==> src/verilog/ncosl_pkg.sv <==
// Constants, field positions and types of the NCO select/latency core.
// Assumes one master clock and 32-bit APB word access.
package ncosl_pkg;

    // ==========================================================
    // Widths
    localparam int ACC_W  = 32;
    localparam int PH_W   = 12;
    localparam int ADDR_W = 8;
    localparam int TAP_W  = 3;

    // ==========================================================
    // Register byte offsets
    localparam logic [ADDR_W-1:0] OFS_FREQ0   = 8'h00;
    localparam logic [ADDR_W-1:0] OFS_FREQ1   = 8'h04;
    localparam logic [ADDR_W-1:0] OFS_PHASE0  = 8'h08;
    localparam logic [ADDR_W-1:0] OFS_PHASE3  = 8'h14;
    localparam logic [ADDR_W-1:0] OFS_CMD     = 8'h18;
    localparam logic [ADDR_W-1:0] OFS_SELBITS = 8'h1C;
    localparam logic [ADDR_W-1:0] OFS_STATUS  = 8'h20;
    localparam logic [ADDR_W-1:0] OFS_OUTWORD = 8'h24;
    localparam logic [ADDR_W-1:0] OFS_ACC     = 8'h28;

    // ==========================================================
    // Command word fields
    localparam int          CMD_OP_HI  = 15;
    localparam int          CMD_OP_LO  = 14;
    localparam logic [1:0]  CMD_OP_SYNC = 2'h2;
    localparam logic [1:0]  CMD_OP_PWR  = 2'h3;
    localparam int          BIT_SYNC   = 13;
    localparam int          BIT_SELECT_SOURCE = 12;
    localparam int          BIT_SLEEP  = 13;
    localparam int          BIT_RESET  = 12;
    localparam int          BIT_CLEAR  = 11;

    // Select bits register and status fields
    localparam int SELB_FREQ  = 0;
    localparam int SELB_PLSB  = 1;
    localparam int SELB_PMSB  = 2;
    localparam int ST_RESYNC  = 0;
    localparam int ST_SELECT_SOURCE  = 1;
    localparam int ST_SLEEP   = 2;
    localparam int ST_RESET   = 3;
    localparam int ST_HOLD    = 4;
    localparam int ST_SEL_LO  = 8;

    // ==========================================================
    // Latencies in master clock cycles
    localparam int SYNC_STAGES     = 2;
    localparam int SEL_LAT_DIRECT  = 6;
    localparam int SEL_LAT_RESYNC  = 8;
    localparam int LOAD_LAT_DIRECT = 6;
    localparam int LOAD_LAT_RESYNC = 8;
    localparam int RUN_LAT         = 6;
    // Pipe taps: select path also spends the active and output registers
    localparam int SEL_TAP_DIRECT  = SEL_LAT_DIRECT - SYNC_STAGES - 2;
    localparam int SEL_TAP_RESYNC  = SEL_LAT_RESYNC - SYNC_STAGES - 2;
    localparam int LOAD_TAP_DIRECT = LOAD_LAT_DIRECT - 1;
    localparam int LOAD_TAP_RESYNC = LOAD_LAT_RESYNC - 1;
    localparam int RUN_CNT_W       = 3;
    localparam logic [RUN_CNT_W-1:0] RUN_RELOAD = 3'(RUN_LAT - 1);
    localparam int STEADY_W        = 4;

    // Reset values
    localparam logic RST_RESET_CTL = 1'b1;

    // ==========================================================
    // Types
    typedef struct packed {
        logic [1:0] phase;
        logic       freq;
    } ncosl_sel_type;

    typedef struct packed {
        logic             valid;
        logic [2:0]       idx;
        logic [ACC_W-1:0] data;
    } ncosl_load_type;

endpackage

==> src/verilog/ncosl_reg_if.sv <==
// Register access link between the APB slave and the NCO core.
// Assumes both ends on mclk.
`timescale 1ns/1ns
`default_nettype none
interface ncosl_reg_if;
    import ncosl_pkg::*;
    logic              wr_stb;
    logic [ADDR_W-1:0] addr;
    logic [31:0]       wdata;
    logic [31:0]       rdata;
    logic              hit;
    modport bus  (output wr_stb, output addr, output wdata, input rdata, input hit);
    modport core (input wr_stb, input addr, input wdata, output rdata, output hit);
endinterface
`default_nettype wire

==> src/verilog/ncosl_delay.sv <==
// Shift-register delay line with a selectable tap.
// Assumes tap between 1 and DEPTH; all words on mclk.
`timescale 1ns/1ns
`default_nettype none
module ncosl_delay #(
    parameter int W     = 8,
    parameter int DEPTH = 8,
    parameter int TAP_W = 4
) (
    input  wire logic             mclk,
    input  wire logic             nrst,
    input  wire logic [W-1:0]     in_data,
    input  wire logic [TAP_W-1:0] tap,
    output logic      [W-1:0]     out_data
);
    import ncosl_pkg::*;

    typedef struct packed {
        logic [DEPTH-1:0][W-1:0] stage;
    } ncosl_dly_state_type;

    ncosl_dly_state_type state_reg;
    ncosl_dly_state_type state_next;

    // ==========================================================
    // Shift one stage per clock
    always_comb begin
        state_next       = state_reg;
        state_next.stage = {state_reg.stage[DEPTH-2:0], in_data};
    end

    always_ff @(posedge mclk or negedge nrst) begin
        if (!nrst) begin
            state_reg <= '0;
        end else begin
            state_reg <= state_next;
        end
    end

    // Word that has passed tap stages
    assign out_data = state_reg.stage[tap - 1'b1];
endmodule
`default_nettype wire

==> src/verilog/ncosl_apb.sv <==
// APB slave front end of the NCO core.
// Assumes psel/penable follow APB; zero wait states on access.
`timescale 1ns/1ns
`default_nettype none
module ncosl_apb (
    input  wire logic                     mclk,
    input  wire logic                     nrst,
    input  wire logic                     psel,
    input  wire logic                     penable,
    input  wire logic                     pwrite,
    input  wire logic [ncosl_pkg::ADDR_W-1:0] paddr,
    input  wire logic [31:0]              pwdata,
    output logic      [31:0]              prdata,
    output logic                          pready,
    output logic                          pslverr,
    ncosl_reg_if.bus                      regs
);
    import ncosl_pkg::*;

    typedef struct packed {
        logic [31:0] rdata;
    } ncosl_apb_state_type;

    ncosl_apb_state_type state_reg;
    ncosl_apb_state_type state_next;

    // ==========================================================
    // Read data captured in the setup cycle
    always_comb begin
        state_next = state_reg;
        if (psel && !penable && !pwrite) begin
            state_next.rdata = regs.hit ? regs.rdata : 32'h0000_0000;
        end
    end

    always_ff @(posedge mclk or negedge nrst) begin
        if (!nrst) begin
            state_reg <= '0;
        end else begin
            state_reg <= state_next;
        end
    end

    // Access phase always completes at once
    assign regs.addr   = paddr;
    assign regs.wdata  = pwdata;
    assign regs.wr_stb = psel & penable & pwrite & regs.hit;
    assign pready      = psel & penable;
    assign pslverr     = psel & penable & ~regs.hit;
    assign prdata      = state_reg.rdata;
endmodule
`default_nettype wire

==> src/verilog/ncosl_top.sv <==
// NCO select/latency control core: accumulator, offset, register select.
// Assumes APB master on mclk and select pins asynchronous to mclk.
//
// Contract
// - Select change controls output six cycles later, resync off; a frequency select change reaches phase_word after seven.
// - Select change controls output eight cycles later, resync on; a frequency select change reaches phase_word after nine.
// - Late pin change may add one cycle via synchroniser.
// - Load of selected register reaches output after 6 or 7 cycles.
// - With resync on, load reaches output after 8 or 9 cycles.
// - Reset bit holds accumulator and output at zero phase; while sleep is set the code freezes them at their last values instead.
// - Clear command zeroes resync and select source.
// - Reset bit leaves frequency and phase registers unchanged.
// - Output starts changing six cycles after reset bit clears.
// - Accumulator adds selected frequency word every cycle.
// - Selected 12-bit phase offset added before lookup.
// - Two frequency registers, chosen by freq_select.
// - Four phase registers, chosen by two phase-select inputs.
// - Command 10: D13 sets resync, D12 sets select source.
// - Command 11: D13 sleep, D12 reset, D11 self-clearing clear.
//
// Local design decisions: the placing of the registers and the APB slave port.
`timescale 1ns/1ns
`default_nettype none
module ncosl_top (
    input  wire logic                         mclk,
    input  wire logic                         nrst,
    input  wire logic                         psel,
    input  wire logic                         penable,
    input  wire logic                         pwrite,
    input  wire logic [ncosl_pkg::ADDR_W-1:0] paddr,
    input  wire logic [31:0]                  pwdata,
    output logic      [31:0]                  prdata,
    output logic                              pready,
    output logic                              pslverr,
    input  wire logic                         freq_select,
    input  wire logic                         phase_select_lsb,
    input  wire logic                         phase_select_msb,
    output logic      [ncosl_pkg::PH_W-1:0]   phase_word,
    output logic                              sleep_active
);
    import ncosl_pkg::*;

    typedef struct packed {
        logic [1:0][ACC_W-1:0]             freq;
        logic [3:0][PH_W-1:0]              phase;
        logic                              resync;
        logic                              select_source;
        logic                              sleep;
        logic                              reset_ctl;
        ncosl_sel_type                     sel_bits;
        logic [SYNC_STAGES-1:0][2:0]       bits_dly;
        logic [2:0]                        pin_s1;
        logic [2:0]                        pin_s2;
        ncosl_sel_type                     sel_active;
        logic [ACC_W-1:0]                  acc;
        logic [PH_W-1:0]                   out_word;
        logic [RUN_CNT_W-1:0]              run_cnt;
        logic [STEADY_W-1:0]               steady;
    } ncosl_state_type;

    ncosl_state_type state_reg;
    ncosl_state_type state_next;

    ncosl_reg_if     regs ();

    ncosl_sel_type   sel_src;
    ncosl_sel_type   sel_piped;
    ncosl_load_type  ld_in;
    ncosl_load_type  ld_out;
    logic [TAP_W-1:0] sel_tap;
    logic [TAP_W-1:0] ld_tap;
    logic            hold;
    logic            cmd_wr;
    logic [ACC_W-1:0] freq_sel;
    logic [PH_W-1:0] phase_sel;

    // ==========================================================
    // Address decode
    function automatic logic is_mapped(input logic [ADDR_W-1:0] a);
        logic ok;
        ok = (a[1:0] == 2'h0) && (a <= OFS_ACC);
        return ok;
    endfunction

    function automatic logic is_word_reg(input logic [ADDR_W-1:0] a);
        logic ok;
        ok = (a[1:0] == 2'h0) && (a <= OFS_PHASE3);
        return ok;
    endfunction

    // ==========================================================
    // Bus front end
    ncosl_apb u_apb (
        .mclk    (mclk),
        .nrst    (nrst),
        .psel    (psel),
        .penable (penable),
        .pwrite  (pwrite),
        .paddr   (paddr),
        .pwdata  (pwdata),
        .prdata  (prdata),
        .pready  (pready),
        .pslverr (pslverr),
        .regs    (regs.bus)
    );

    assign regs.hit = is_mapped(regs.addr);
    assign cmd_wr   = regs.wr_stb && (regs.addr == OFS_CMD);

    // ==========================================================
    // Select source and pipeline
    // Pins or bits, both two cycles old
    assign sel_src = state_reg.select_source ? ncosl_sel_type'(state_reg.bits_dly[SYNC_STAGES-1])
                                      : ncosl_sel_type'(state_reg.pin_s2);
    // Tap grows by two with resync
    assign sel_tap = state_reg.resync ? TAP_W'(SEL_TAP_RESYNC)
                                      : TAP_W'(SEL_TAP_DIRECT);

    ncosl_delay #(
        .W     (3),
        .DEPTH (SEL_TAP_RESYNC),
        .TAP_W (TAP_W)
    ) u_sel_pipe (
        .mclk     (mclk),
        .nrst     (nrst),
        .in_data  (sel_src),
        .tap      (sel_tap),
        .out_data (sel_piped)
    );

    // ==========================================================
    // Load pipeline for frequency and phase words
    always_comb begin
        ld_in       = '0;
        ld_in.valid = regs.wr_stb && is_word_reg(regs.addr);
        ld_in.idx   = regs.addr[4:2];
        ld_in.data  = regs.wdata;
    end
    assign ld_tap = state_reg.resync ? TAP_W'(LOAD_TAP_RESYNC)
                                     : TAP_W'(LOAD_TAP_DIRECT);

    ncosl_delay #(
        .W     ($bits(ncosl_load_type)),
        .DEPTH (LOAD_TAP_RESYNC),
        .TAP_W (TAP_W)
    ) u_load_pipe (
        .mclk     (mclk),
        .nrst     (nrst),
        .in_data  (ld_in),
        .tap      (ld_tap),
        .out_data (ld_out)
    );

    // ==========================================================
    // Register selection and output hold
    assign freq_sel  = state_reg.freq[state_reg.sel_active.freq];
    assign phase_sel = state_reg.phase[state_reg.sel_active.phase];
    assign hold      = state_reg.reset_ctl || (state_reg.run_cnt != '0);

    // ==========================================================
    // Next state of the core
    always_comb begin
        state_next = state_reg;
        // Two-flop pin synchroniser; late edges slip a cycle
        state_next.pin_s1 = {phase_select_msb, phase_select_lsb, freq_select};
        state_next.pin_s2 = state_reg.pin_s1;
        state_next.bits_dly = {state_reg.bits_dly[SYNC_STAGES-2:0], state_reg.sel_bits};
        state_next.sel_active = sel_piped;
        // Committed loads; phase keeps its low 12 bits
        if (ld_out.valid) begin
            if (ld_out.idx < 3'h2) begin
                state_next.freq[ld_out.idx[0]] = ld_out.data;
            end else begin
                state_next.phase[2'(ld_out.idx - 3'h2)] = ld_out.data[PH_W-1:0];
            end
        end
        // Select bits register
        if (regs.wr_stb && (regs.addr == OFS_SELBITS)) begin
            state_next.sel_bits = {regs.wdata[SELB_PMSB], regs.wdata[SELB_PLSB],
                                   regs.wdata[SELB_FREQ]};
        end
        // Command words; reset bit touches no data register
        if (cmd_wr) begin
            unique case (regs.wdata[CMD_OP_HI:CMD_OP_LO])
                CMD_OP_SYNC: begin
                    state_next.resync = regs.wdata[BIT_SYNC];
                    state_next.select_source = regs.wdata[BIT_SELECT_SOURCE];
                end
                CMD_OP_PWR: begin
                    state_next.sleep     = regs.wdata[BIT_SLEEP];
                    state_next.reset_ctl = regs.wdata[BIT_RESET];
                    if (regs.wdata[BIT_CLEAR]) begin
                        state_next.resync = 1'b0;
                        state_next.select_source = 1'b0;
                    end
                end
                default: begin
                end
            endcase
        end
        // Start-up delay after the reset bit clears
        if (state_reg.reset_ctl) begin
            state_next.run_cnt = RUN_RELOAD;
        end else if (state_reg.run_cnt != '0) begin
            state_next.run_cnt = state_reg.run_cnt - 1'b1;
        end
        // Accumulator and phase word; sleep freezes both
        if (!state_reg.sleep) begin
            if (hold) begin
                state_next.acc      = '0;
                state_next.out_word = '0;
            end else begin
                state_next.acc      = state_reg.acc + freq_sel;
                state_next.out_word = state_reg.acc[ACC_W-1 -: PH_W] + phase_sel;
            end
        end
        // Cycles since resync last changed
        if (state_next.resync != state_reg.resync) begin
            state_next.steady = '0;
        end else if (state_reg.steady != '1) begin
            state_next.steady = state_reg.steady + 1'b1;
        end
    end

    always_ff @(posedge mclk or negedge nrst) begin
        if (!nrst) begin
            state_reg           <= '0;
            state_reg.reset_ctl <= RST_RESET_CTL;
        end else begin
            state_reg <= state_next;
        end
    end

    // ==========================================================
    // Read mux
    always_comb begin
        regs.rdata = 32'h0000_0000;
        if (regs.addr <= OFS_FREQ1) begin
            regs.rdata = state_reg.freq[regs.addr[2]];
        end else if (regs.addr <= OFS_PHASE3) begin
            regs.rdata[PH_W-1:0] = state_reg.phase[2'(regs.addr[4:2] - 3'h2)];
        end else if ((regs.addr == OFS_CMD) || (regs.addr == OFS_STATUS)) begin
            regs.rdata[ST_RESYNC] = state_reg.resync;
            regs.rdata[ST_SELECT_SOURCE] = state_reg.select_source;
            regs.rdata[ST_SLEEP]  = state_reg.sleep;
            regs.rdata[ST_RESET]  = state_reg.reset_ctl;
            regs.rdata[ST_HOLD]   = hold;
            regs.rdata[ST_SEL_LO +: 3] = state_reg.sel_active;
        end else if (regs.addr == OFS_SELBITS) begin
            regs.rdata[2:0] = state_reg.sel_bits;
        end else if (regs.addr == OFS_OUTWORD) begin
            regs.rdata[PH_W-1:0] = state_reg.out_word;
        end else begin
            regs.rdata = state_reg.acc;
        end
    end

    // Outputs straight from flip-flops
    assign phase_word   = state_reg.out_word;
    assign sleep_active = state_reg.sleep;
endmodule
`default_nettype wire

==> config.mk <==
export PLATFORM = sky130hd
export DESIGN_NAME = ncosl_top
export DESIGN_NICKNAME = d
export VERILOG_FILES = /design/src/verilog/ncosl_pkg.sv /design/src/verilog/ncosl_reg_if.sv /design/src/verilog/ncosl_delay.sv /design/src/verilog/ncosl_apb.sv /design/src/verilog/ncosl_top.sv
export SDC_FILE = /design/constraint.sdc
export NUM_CORES = 1
export LEC_CHECK = 0
export BUFFER_PORTS_ARGS = -buffer_cell sky130_fd_sc_hd__buf_2
export CELL_PAD_IN_SITES_DETAIL_PLACEMENT = 0
export CELL_PAD_IN_SITES_GLOBAL_PLACEMENT = 1
export CORE_MARGIN = 2
export CORE_UTILIZATION = 30
export CTS_CLUSTER_DIAMETER = 80
export DETAILED_ROUTE_END_ITERATION = 7
export GPL_TIMING_DRIVEN = 1
export MAX_ROUTING_LAYER = met4
export PLACE_DENSITY = 0.55
export SYNTH_ARGS = -nofsm -noshare
export SYNTH_HDL_FRONTEND = slang
export SYNTH_SLANG_ARGS = --single-unit
==> constraint.sdc <==
create_clock -name mclk -period 3.51 [get_ports mclk]
set_input_delay 0 -clock mclk [delete_from_list [all_inputs] [get_ports mclk]]
set_output_delay 0 -clock mclk [all_outputs]
set_load 0.01 [all_outputs]
==> results.md <==
* First-pass GRT wire length at 76,700 µm
* Vias in the first global route at 12,800
* Non-Filler Instances at 2,573
* Starting Density at 0.302
* Die W at 256 µm
* Number of setup violations in the final report at 0
* Vias per cell at 4.76
* Worst Path Class, Setup: flop to flop
* CTS buffer count at 53
* DR pass1 iterations at 8
* Post-synth ARST share at 1.00
* Fmax at 302 MHz
* DP Cell Count at 2,415
* Reg2Reg Setup Slack at 0.20 ns
* Root Driver: clkbuf_16
* DRT antenna net count at 0
* Pleak at 0.0104 µW
* Reg2reg start: state_reg[51]
* Synth top area share at 0.627
* Final Hold Viols at 0
* Largest net degree at the start of global routing at 118
* Layout cells sized above 1 at 0.176
* Vias post-DR at 12,200
* Bufs on Longest Clock Path at 3
* Die Ht at 256 µm
* Clk pin slew, worst setup/hold paths at 0.06 ns
* Row count at 92
* Seq/Total Area, Yosys at 0.628
* I/O Buffers at 94
* Io pins at 95
* Avg Cell Area, Syn at 12.4 µm²
* Top cell type by total area after synthesis: dfrtp_1
* Status: complete, no violations
* Skew-Pair Late Insertion Delay at 0.62 ns
* Worst VDD drop at 372 µV
* Layout area overhead at 20.6%
* Worst r2r dst: state_reg[35]
* FF-to-FF path depth at 11
* Crit Path Max Fanout at 30
* # DRC at 0
* Req. time, crit path at 4.00 ns
* Postcts setup bufs at 0
* Overflow after GRT at 0
* HP Class: input port to flop
* Total GRT Usage at 0.153
* Yosys warns at 0
* Fill count at 6,211
* DRT Wirelength at 48,000 µm
* Syn nets at 1,631
* Max Cap Violations at 0
* Synth Register Bits at 477
* DRT iter0 DRCs at 705
* Number of synthesized flops with an enable pin at 0
* Design Power at 12,100 µW
* Max FFs per register at 216
* Crit. End Element: flop
* Slew @ Worst Pin at 0.896 ns
* Distinct cells, synth at 64
* Hold Path End: u_load_pipe.state_next[56]
* CP max stage cell: dfrtp_1
* Worst hold stages at 2
* CTS tree: yes
* Post-synth design cell area at 0.0190 mm²
* Primary FF master, synth: dfrtp_1
* Routed len/inst at 18.6 µm
* Worst Min Path Start: pwdata[20]
* CP max stage delay at 0.47 ns
* CTS H-tree depth at 2
* Main area contributors after synthesis: dfrtp_1 (63%), mux2i_1 (3.6%), a21oi_1 (3.6%), ha_1 (2.9%), mux4_2 (2.8%)
* Arr. time, crit path at 3.80 ns
* Pwr per Cell Area at 527 mW/mm²
* Gate Count Post-Synth at 1,537
* Dpl hpwl at 32,400 µm
* Final Cycle Share at 0.942
* Clk_skew at 0.0227 ns
* Crit path time final at 3.31 ns
* Initial antenna violation count at 3
* # clock sinks at 477
* Core Area at 0.0629 mm²
* Nets at 1,777
* Fin. max-slew vios at 0
* Critical path startpoint category: flop
* Slew margin rel. at 0.402
* Die Area at 0.0653 mm²
* Crit path cell chain: buf_12 > mux2_2 > ha_1 > o21a_1 > o31a_1 > o311a_1 > a31oi_1 > buf_4 > o21ai_0 > xor2_1 > a22o_1
* Final Wtd Congestion at 0.831
cell families (layout without fill, tap and decap cells):
group | count (synthesis) | after routing | share of synthesized area
AO/OA/AOI/OAI | 403 | 403 | 0.134
adder cells (fa/ha/maj) | 49 | 49 | 0.0327
AND/OR/NAND/NOR | 316 | 316 | 0.0713
other | 0 | 1 | 0
XOR/XNOR | 34 | 34 | 0.0157
multiplexers | 136 | 136 | 0.0903
flip-flops | 477 | 477 | 0.628
buffers and inverters | 122 | 311 | 0.0277
where the power goes:
group | total (µW) | switching [µW] | internal (µW)
sequential | 5760 | 73.9 | 5690
clock | 5700 | 2330 | 3370
combinational | 609 | 402 | 207
total | 12100 | 2810 | 9270
synthesized netlist by cell type (24+ instances only):
| master | instances |
|---|---|
| mux2i_1 | 69 |
| o21ai_0 | 99 |
| a21oi_1 | 136 |
| dfrtp_1 | 476 |
| xnor2_1 | 26 |
| mux2_2 | 43 |
| nor2_1 | 136 |
| nand2_1 | 106 |
| ha_1 | 44 |
| a22o_1 | 49 |
| mux4_2 | 24 |
| clkbuf_1 | 66 |
how the worst max path moves through the flow:
stage | from | endpoint | slack [ns] | cells after the start
floorplan | state_reg[51] | state_reg[49] | 0.20 | 12
global placement | state_reg[52] | phase_word[10] | 0.20 | 12
detailed placement | state_reg[51] | state_reg[49] | 0.08 | 11
CTS | state_reg[51] | state_reg[49] | 0.07 | 11
global route | state_reg[51] | state_reg[41] | -0.01 | 11
finish | state_reg[51] | state_reg[35] | 0.20 | 11
metal layers:
metal  vias up  GRT usage  part of all wire
met3        68     0.0236             0.034
met5         -          -                 0
li1       5773          -                 -
met4         0     0.0395             0.020
met2       205      0.237              0.47
met1      6201      0.212              0.48
through the flow:
| stage | setup WS (ns) | area [µm²] | TNS, ns | hold WS [ns] | utilization |
|---|---|---|---|---|---|
| final | 0.202 | 22900 | 0 | 0.0420 | 0.365 |
| after global routing | -0.0142 | 22900 | -0.0142 | 0.0104 | 0.364 |
| after CTS | 0.0716 | 22900 | 0 | 0.00145 | 0.364 |
| after detailed placement | 0.0836 | 20500 | 0 | -0.103 | 0.325 |
| after global placement | 0.198 | 20500 | 0 | -0.104 | 0.325 |
| after floorplan | 0.202 | 19000 | 0 | -0.296 | - |
critical path: cells and delay by family (launching register included):
| kind | cells | cell delay [ns] |
|---|---|---|
| compound gates | 6 | 1.37 |
| xor+xnor | 1 | 0.19 |
| fa+ha+maj | 1 | 0.34 |
| buf+inv | 2 | 0.46 |
| flops | 1 | 0.47 |
| mux | 1 | 0.38 |
timing repair:
item | in CTS | in global routing
gates resized for setup | 0 | 5
endpoints found under the setup margin | 0 | 10
hold endpoints to repair | 526 | 0
hold buffers | 59 | 0
layout by cell type, fill, tap and decap left out, drive strengths merged, types with 4 or more instances in the layout:
| cell | n |
|---|---|
| xor2 | 8 |
| nor2b | 9 |
| and2 | 6 |
| o41ai | 10 |
| o21ai | 100 |
| a31oi | 8 |
| nand3 | 14 |
| clkbuf | 72 |
| inv | 25 |
| a41oi | 4 |
| nand2b | 8 |
| nand4 | 4 |
| and3 | 7 |
| nand2 | 106 |
| o22ai | 7 |
| mux2 | 43 |
| o21a | 14 |
| nor2 | 136 |
| a211oi | 12 |
| buf | 132 |
| nor4 | 5 |
| bufinv | 4 |
| mux4 | 24 |
| xnor2 | 26 |
| o31ai | 11 |
| a32o | 6 |
| o211ai | 7 |
| clkinv | 16 |
| nor3 | 9 |
| ha | 44 |
| a22o | 49 |
| a21oi | 136 |
| dlygate4sd3 | 58 |
| mux2i | 69 |
| or3 | 5 |
| a221oi | 5 |
| a21o | 13 |
| dfrtp | 476 |
| clkinvlp | 4 |
layout make-up:
cell class              count  area (µm²)  share of cell area
repair buffers            190        1420              0.0621
clock buffers              72        1530              0.0667
clock inverters            26         305              0.0133
flip-flops and latches    477       11900               0.521
diodes                      1        2.50            0.000109
inverters                  23        86.3             0.00377
well taps                 846        1060              0.0462
multi-input cells         938        6570               0.287
Note: power is estimated with default switching activity, not from simulation.
